===== config.mk =====
export PLATFORM = sky130hd
export DESIGN_NAME = tmp_ports
export DESIGN_NICKNAME = d
export VERILOG_FILES = /design/src/design/tmp_pkg.sv /design/src/design/tmp_ports.sv /design/src/design/tmp_sync.sv
export SDC_FILE = /design/constraint.sdc
export NUM_CORES = 1
export LEC_CHECK = 0
export ABC_AREA = 1
export BUFFER_PORTS_ARGS = -buffer_cell sky130_fd_sc_hd__buf_2
export CAP_MARGIN = 0
export CELL_PAD_IN_SITES_DETAIL_PLACEMENT = 1
export CELL_PAD_IN_SITES_GLOBAL_PLACEMENT = 2
export CORE_MARGIN = 1.5
export CORE_UTILIZATION = 29
export DETAILED_ROUTE_END_ITERATION = 8
export PLACE_DENSITY_LB_ADDON = 0.2
export RECOVER_POWER = 100
export SYNTH_ARGS = -nofsm -noshare
export SYNTH_HDL_FRONTEND = slang
export SYNTH_SLANG_ARGS = --single-unit
export TNS_END_PERCENT = 30

===== constraint.sdc =====
create_clock -name mclk -period 2.05 [get_ports mclk]
set_input_delay 0.3075 -clock mclk [delete_from_list [all_inputs] [get_ports mclk]]
set_output_delay 0.3075 -clock mclk [all_outputs]
set_load 0.005 [all_outputs]

===== src/design/tmp_pkg.sv =====
// package: constants and carriers for the three-port pin logic
// Operation
// - four-bit port; bit 2 is output only, never read, drives a high-current indicator.
// - four-bit port bits 3, 1, 0 are bidirectional with separate pull-up selects.
// - eight-bit input-only port; one common pull-up select covers all eight pins.
// - enabling an input pin's special function switches that pin's pull-up off.
// - eight-bit bidirectional port, each pin with its own pull-up select.
// - the external reset releases every pin to high impedance even without a clock; rst_n does so only at an mclk edge.
// - a low external reset longer than 50 ns resets the pins, clock or not.
package tmp_pkg;
  localparam int unsigned A_WIDTH = 4;
  localparam int unsigned B_WIDTH = 8;
  localparam int unsigned D_WIDTH = 8;
  localparam int unsigned LED_BIT = 2;

  // bits of the four-bit port that are really bidirectional
  localparam logic [A_WIDTH-1:0] A_BIDIR_MASK = 4'hb;

  localparam int unsigned MCLK_PERIOD_NS = 4;
  localparam int unsigned EXT_RST_MIN_NS = 50;
  localparam int unsigned EXT_RST_MIN_CYC =
    (EXT_RST_MIN_NS + MCLK_PERIOD_NS - 1) / MCLK_PERIOD_NS;

  typedef struct packed {
    logic [A_WIDTH-1:0] a_out;
    logic [A_WIDTH-1:0] a_dir;
    logic [A_WIDTH-1:0] a_pull_sel;
    logic               b_pull_all;
    logic [B_WIDTH-1:0] b_special_en;
    logic [D_WIDTH-1:0] d_out;
    logic [D_WIDTH-1:0] d_dir;
    logic [D_WIDTH-1:0] d_pull_sel;
  } tmp_cfg_s;

  typedef struct packed {
    logic [A_WIDTH-1:0] a_o;
    logic [A_WIDTH-1:0] a_oe_n;
    logic [A_WIDTH-1:0] a_pu;
    logic [B_WIDTH-1:0] b_pu;
    logic [D_WIDTH-1:0] d_o;
    logic [D_WIDTH-1:0] d_oe_n;
    logic [D_WIDTH-1:0] d_pu;
  } tmp_pad_s;

  typedef struct packed {
    logic [A_WIDTH-1:0] a_in;
    logic [B_WIDTH-1:0] b_in;
    logic [D_WIDTH-1:0] d_in;
  } tmp_rd_s;

  // every pin released: no drive, no pull-up
  localparam tmp_pad_s PAD_RESET = '{
    a_o: 4'h0, a_oe_n: 4'hf, a_pu: 4'h0, b_pu: 8'h00,
    d_o: 8'h00, d_oe_n: 8'hff, d_pu: 8'h00};
  localparam tmp_rd_s RD_RESET = '{a_in: 4'h0, b_in: 8'h00, d_in: 8'h00};
endpackage


===== src/design/tmp_ports.sv =====
// pin-level logic for the four-bit, input-only and eight-bit ports
module tmp_ports (
  input  wire logic                        mclk,
  input  wire logic                        rst_n,
  input  wire logic                        ext_rst_n,
  input  wire tmp_pkg::tmp_cfg_s           cfg,
  input  wire logic [tmp_pkg::A_WIDTH-1:0] four_bit_port_pins_i,
  input  wire logic [tmp_pkg::B_WIDTH-1:0] input_port_pins_i,
  input  wire logic [tmp_pkg::D_WIDTH-1:0] eight_bit_io_pins_i,
  output tmp_pkg::tmp_pad_s                pad,
  output tmp_pkg::tmp_rd_s                 rd,
  output logic                             led_drive_pin
);
  logic [tmp_pkg::A_WIDTH-1:0] a_sync;
  logic [tmp_pkg::B_WIDTH-1:0] b_sync;
  logic [tmp_pkg::D_WIDTH-1:0] d_sync;
  logic [tmp_pkg::A_WIDTH-1:0] a_is_out;
  logic [tmp_pkg::A_WIDTH-1:0] a_oe_n;
  logic [tmp_pkg::A_WIDTH-1:0] a_pu;
  logic [tmp_pkg::A_WIDTH-1:0] a_in_mask;
  logic [tmp_pkg::B_WIDTH-1:0] b_pu_sel;
  logic [tmp_pkg::D_WIDTH-1:0] d_oe_n;
  logic [tmp_pkg::D_WIDTH-1:0] d_pu;
  logic                        led_level;
  logic                        pads_released;
  tmp_pkg::tmp_pad_s           next_pad;
  tmp_pkg::tmp_rd_s            next_rd;
  logic                        ext_rst_n_sync;
  logic                        ext_rst_meta;

  // output enables are active low on every two-way pin
  function automatic logic drive_to_oe_n(input logic is_out);
    return !is_out;
  endfunction

  // a pull-up would fight a driver or a special function, so it
  // is only granted while nothing else owns the pin
  function automatic logic pull_granted(input logic sel,
                                        input logic owned);
    return sel && !owned;
  endfunction

  // the led bit must exist and must not be marked two-way
  if (tmp_pkg::LED_BIT >= tmp_pkg::A_WIDTH) begin : g_bad_led
    $error("tmp_ports: led bit lies outside the four-bit port");
  end
  if (tmp_pkg::A_BIDIR_MASK[tmp_pkg::LED_BIT] !== 1'b0) begin : g_bad_mask
    $error("tmp_ports: led bit is marked bidirectional");
  end

  // the led bit always drives out and has no input path
  for (genvar i = 0; i < tmp_pkg::A_WIDTH; i++) begin : g_port_a
    if (tmp_pkg::A_BIDIR_MASK[i]) begin : g_bidir
      assign a_is_out[i]  = cfg.a_dir[i];
      assign a_in_mask[i] = 1'b1;
    end else begin : g_led
      assign a_is_out[i]  = 1'b1;
      assign a_in_mask[i] = 1'b0;
    end
    assign a_oe_n[i] = drive_to_oe_n(a_is_out[i]);
    assign a_pu[i]   = pull_granted(cfg.a_pull_sel[i], a_is_out[i]);
  end

  // one common select, but a live special function wins per pin
  for (genvar i = 0; i < tmp_pkg::B_WIDTH; i++) begin : g_port_b
    assign b_pu_sel[i] = pull_granted(cfg.b_pull_all, cfg.b_special_en[i]);
  end

  for (genvar i = 0; i < tmp_pkg::D_WIDTH; i++) begin : g_port_d
    assign d_oe_n[i] = drive_to_oe_n(cfg.d_dir[i]);
    assign d_pu[i]   = pull_granted(cfg.d_pull_sel[i], cfg.d_dir[i]);
  end

  assign led_level     = cfg.a_out[tmp_pkg::LED_BIT];
  assign pads_released = rst_n && ext_rst_n_sync;

  assign next_pad.a_o    = cfg.a_out;
  assign next_pad.a_oe_n = a_oe_n;
  assign next_pad.a_pu   = a_pu;
  assign next_pad.b_pu   = b_pu_sel;
  assign next_pad.d_o    = cfg.d_out;
  assign next_pad.d_oe_n = d_oe_n;
  assign next_pad.d_pu   = d_pu;

  // the led pin never reads back as an input
  assign next_rd.a_in = a_sync & a_in_mask;
  assign next_rd.b_in = b_sync;
  assign next_rd.d_in = d_sync;

  tmp_sync #(.WIDTH(tmp_pkg::A_WIDTH)) u_sync_a (
    .mclk     (mclk),
    .rst_n    (rst_n),
    .async_in (four_bit_port_pins_i),
    .sync_out (a_sync)
  );

  tmp_sync #(.WIDTH(tmp_pkg::B_WIDTH)) u_sync_b (
    .mclk     (mclk),
    .rst_n    (rst_n),
    .async_in (input_port_pins_i),
    .sync_out (b_sync)
  );

  tmp_sync #(.WIDTH(tmp_pkg::D_WIDTH)) u_sync_d (
    .mclk     (mclk),
    .rst_n    (rst_n),
    .async_in (eight_bit_io_pins_i),
    .sync_out (d_sync)
  );

  // released copy of the external reset, used only to hold pins off
  // until the core reset path has caught up after release
  always_ff @(posedge mclk or negedge ext_rst_n) begin
    if (!ext_rst_n) begin
      ext_rst_meta   <= 1'b0;
      ext_rst_n_sync <= 1'b0;
    end else begin
      ext_rst_meta   <= 1'b1;
      ext_rst_n_sync <= ext_rst_meta;
    end
  end

  // pad drive is cleared asynchronously by ext_rst_n (rst_n only at an mclk edge) so a stopped clock still floats pins
  always_ff @(posedge mclk or negedge ext_rst_n) begin
    if (!ext_rst_n) begin
      pad           <= tmp_pkg::PAD_RESET;
      led_drive_pin <= 1'b0;
    end else if (!pads_released) begin
      pad           <= tmp_pkg::PAD_RESET;
      led_drive_pin <= 1'b0;
    end else begin
      pad           <= next_pad;
      led_drive_pin <= led_level;
    end
  end

  always_ff @(posedge mclk) begin
    if (!rst_n) begin
      rd <= tmp_pkg::RD_RESET;
    end else begin
      rd <= next_rd;
    end
  end
endmodule


===== src/design/tmp_sync.sv =====
// two-flop synchroniser for pin levels entering the mclk domain
module tmp_sync #(
  parameter int unsigned WIDTH = 1
) (
  input  wire logic             mclk,
  input  wire logic             rst_n,
  input  wire logic [WIDTH-1:0] async_in,
  output logic      [WIDTH-1:0] sync_out
);
  logic [WIDTH-1:0] stage1;

  // a zero-width synchroniser has nothing to carry
  if (WIDTH < 1) begin : g_bad_width
    $error("tmp_sync: WIDTH must be at least 1");
  end

  // stage1 feeds sync_out only
  always_ff @(posedge mclk) begin
    if (!rst_n) begin
      stage1   <= '0;
      sync_out <= '0;
    end else begin
      stage1   <= async_in;
      sync_out <= stage1;
    end
  end
endmodule


### Word-level counts from Yosys, hierarchy flattened

Cells that the tools add are included.

| storage, ports and cells | value |
|---|---|
| bits of input ports | 68 |
| output and inout bits | 65 |
| register bits | 107 |

| operators by class | value |
|---|---|
| reductions and logical operators | 39 |
| multiplexer cells | 2 |

Operator list:

| kind | number |
|---|---|
| 2-to-1 mux 44 bit | 1 |
| logical AND 1 bit | 20 |
| zero test 1 bit | 19 |
| 2-to-1 mux 1 bit | 1 |

### Longest topological paths before layout

| logic depth | value |
|---|---|
| depth in word-level cells | 3 |
| gate-level depth with buffers | 4 |

### Cells and area by module

A second synthesis with hierarchy kept.

| second synthesis, totals | value |
|---|---|
| cell total of the unflattened synthesis | 333 |
| area, all modules | 3,288.2 sq um |

Modules (own cells, without submodules):

| module | instances | area each (sq um) | cells an instance | sequential area each (sq um) |
|---|---|---|---|---|
| tmp_ports | 1 | 2,094.5 | 208 | 1,521.5 |
| tmp_sync (u_sync_b ...) | 2 | 484.2 | 50 | 320.3 |
| tmp_sync (u_sync_a) | 1 | 225.2 | 25 | 160.2 |

### Worst setup path before layout

OpenSTA, ideal clock, no wires.

| timing path | value |
|---|---|
| kind | register to register |
| start point | register ext_rst_n_sync |
| end point | register pad[28] in the netlist's numbering |
| stages on the path, launching flop included | 4 |
| required time | 1,929 ps |
| clock period less this slack | 822 ps |
| data arrival time | 701 ps |
| slack | 1,228 ps |
| path buffers | 1 |
| path through | dfrtp_1 > nand2_1 > buf_2 > nor2_1 |

| between the ends | value |
|---|---|
| longest elaborated chain between the ends | 2 |

RTL lines:

| what | line | source |
|---|---|---|
| from (decl) | tmp_ports.sv:28 | `logic ext_rst_n_sync;` |
| from (signal assigned) | tmp_ports.sv:119 | `ext_rst_n_sync <= ext_rst_meta;` |
| logical AND 1 bit | tmp_ports.sv:75 | `assign pads_released = rst_n && ext_rst_n_sync;` |
| 2-to-1 mux 44 bit | tmp_ports.sv:128 | `end else if (!pads_released) begin` |
| to (signal assigned) | tmp_ports.sv:126 | `pad <= tmp_pkg::PAD_RESET;` |
| to (signal assigned) | tmp_ports.sv:129 | `pad <= tmp_pkg::PAD_RESET;` |
| to (signal assigned) | tmp_ports.sv:132 | `pad <= next_pad;` |
| to (decl) | tmp_ports.sv:10 | `output tmp_pkg::tmp_pad_s pad,` |

No other way between the ends.
A chain may end at the register's enable or synchronous reset.

==> flow_summary.yaml <==
status:
  outcome: "finished, final reports clean"
power:
  power.ir.vdd_worst_mv: 0.466
  power.density_cell_area_mw_per_mm2: 895
  p_leak_nw: 2.48
die:
  die_h_um: 107
  floorplan.die_area_sq_mm: 0.0115
  std_cell_rows: 37
  placeableCoreArea_sq_mm: 0.0104
  die_width_um: 107
  design.portCount: 133
  floorplan.initialDensity_pct: 30.3
logic_synthesis:
  ys_ff_latch: 102
  syn_area_sq_mm: 0.00315
  instance_count_of_the_mapped_netlist: 326
  yosys_warning_count: 0
  yosysUniqueCellTypes: 10
  ys_seq_area_share_pct: 72.4
  syn_area_cell_sq_um: 9.68
final_layout:
  finish.net_count: 524
  final_cell_mix: "sky130_fd_sc_hd__buf_2, sky130_fd_sc_hd__inv_1, sky130_fd_sc_hd__nand2_1"
  final_common_cell: "sky130_fd_sc_hd__buf_2"
  num_antenna_cells: 0
  layout-drive-gt1-share_pct: 26.2
  areaGrowthSynthToFinish_pct: 30.0
drt:
  dr_wl_met2_um: 3010
  drc_viols: 0
  wl_per_cell_um: 10.6
  initialDrtViolationCount: 49
  highest-signal-layer: "met4"
  wirelength_um: 6340
  routed-via-count: 2247
  route.layer.met1.wl_um: 2640
  met3RoutedLength_um: 500
  drt_pre_antenna_iters: 3
  drtAntennaViolNets: 0
  route.detailed.vias_per_inst: 3.76
setup_path:
  r2r.worst_path.cells: 3
  timing.setup.critical_path_class: "in -> async"
  crit_path_end_kind: "asynchronous set/reset pin"
  critical_path_endpoint: "ext_rst_n_sync$_DFF_PN0_"
  worst_setup_path_startpoint: "ext_rst_n"
  worstPathCellList: "dlygate4sd3_1 > buf_2 > clkbuf_1"
  worst_ep_required_time_ps: 2480
  rr_startpoint: "ext_rst_n_sync$_DFF_PN0_"
  arrival_time_at_the_worst_endpoint_ps: 1860
  slowest_stage: "sky130_fd_sc_hd__clkbuf_1"
  crit-reg2reg-capture: "pad[8]$_DFF_PN1_"
  reg2reg_slack_ps: 820
  startpoint_type: "input pin"
  critical_path.max_fanout: 23
  max_stage_delay_ps: 590
clocking:
  clock_path_buffers: 2
  clkTransAtPathRegs_ps: 110
  cts_made_buffers: 9
  root_cell_of_the_clock_tree: "sky130_fd_sc_hd__clkbuf_8"
  tritoncts: "yes"
  holdBufCountCts: 1
  htree_num_levels: 3
  sink_count: 102
  resized_after_cts: 0
  clock_latency_ps: 360
  post_cts_setup_bufs: 0
timing:
  finalMaxSlewViolations: 0
  fin_crit_ps: 1430
  fin_skew_ps: 11.8
  timing.final.hold_violations: 0
  fin_ws_ps: 624
  number_of_failing_setup_endpoints_in_the_final_timing_report: 0
  relSlewSlack_pct: 30.3
  final.setup.tns_ps: 0
  grt_setup_unrepaired: "false"
  achievable_freq_mhz: 701
  worst_slew_pin_slew_ps: 1050
  final_min_period_over_clock_period_pct: 69.6
global_route:
  combined_global_route_utilization_of_all_metal_layers_pct: 11.6
  overflow: 0
  grt_pass1_wl_um: 10200
  number_of_global_route_vias_before_repair: 2190
  antenna_violations_before_repair: 0
  pin_count_of_the_biggest_net_entering_global_routing: 58
hold_path:
  holdCritPathClass: "in -> reg"
place:
  routabilityCongestion: 0.763
  pre_cts_setup_slack_ps: 658
  detailedPlacementHpwl_um: 4580
  port-buffer-count: 127
flow_run:
  maxCapViolCount: 0
## Yosys cell counts (all sizes together)
cell / n / area, sq um
dfxtp: 57 / 1140
conb: 2 / 7.51
inv: 89 / 334
dfrtp: 33 / 826
nand2: 88 / 330
dfstp: 12 / 315
nor2: 31 / 116
buf: 14 / 83.8
## routing by layer
layer / vias up / track usage (%)
met5: - / 0
met3: 15 / 4.30
li1: 1139 / -
met1: 1018 / 13.4
met4: 0 / 7.05
met2: 75 / 18.4
## critical path: cells and delay by family
| family | cells | cell delay, ps |
|---|---|---|
| buf+inv | 3 | 1540 |
## worst min path at each step
stage | to | cells past startpoint | start
final | pad[10]$_DFF_PN1_ | 2 | cfg[10]
after global routing | pad[39]$_DFF_PN1_ | 2 | cfg[40]
after detailed placement | pad[21]$_DFF_PN0_ | 1 | ext_rst_n
after floorplan | ext_rst_meta$_DFF_PN0_ | 0 | ext_rst_n
after CTS | pad[39]$_DFF_PN1_ | 2 | cfg[40]
after global placement | pad[21]$_DFF_PN0_ | 1 | ext_rst_n
## state kept, by name, indices dropped and copies added (netlist names)
signal / cells
u_sync_a.sync_out: 3
u_sync_b.stage1: 8
ext_rst_n_sync: 1
u_sync_b.sync_out: 8
u_sync_a.stage1: 3
pad: 43
ext_rst_meta: 1
rd: 19
u_sync_d.stage1: 8
u_sync_d.sync_out: 8
## cells by family (layout without fill, tap and decap cells)
logic type,after synthesis,in the layout,synth area share [%]
flops,102,102,72.4
other cells,2,3,0.238
simple gates,119,119,14.2
buf+inv,103,237,13.2
## power by group
group	switching, mW	internal (mW)
Combinational	0.127	0.0977
Sequential	0.0176	2.08
Clock	0.748	0.605
## layout make-up
type / instances / area (sq um)
fill: 1307 / 6310
sequential: 102 / 2280
timing repair buffer: 132 / 633
multi-input combinational: 122 / 458
inverter: 89 / 334
tap: 136 / 170
clock buffer: 9 / 124
clock inverter: 7 / 100
## per-stage QoR
step           util [%]  std cells  hold WS [ps]  instance area, sq um  total power [mW]
4_1_cts            39.9        597          51.7                  4160              3.76
5_1_grt            39.4        597          55.8                  4100              3.87
6_report           39.4        597          73.2                  4100              3.67
3_3_place_gp       37.7        580           309                  3920              2.37
3_5_place_dp       37.7        580           310                  3920              2.38
2_1_floorplan         -        327          11.9                  3160              2.23
Power figures use the tool's default switching activity.
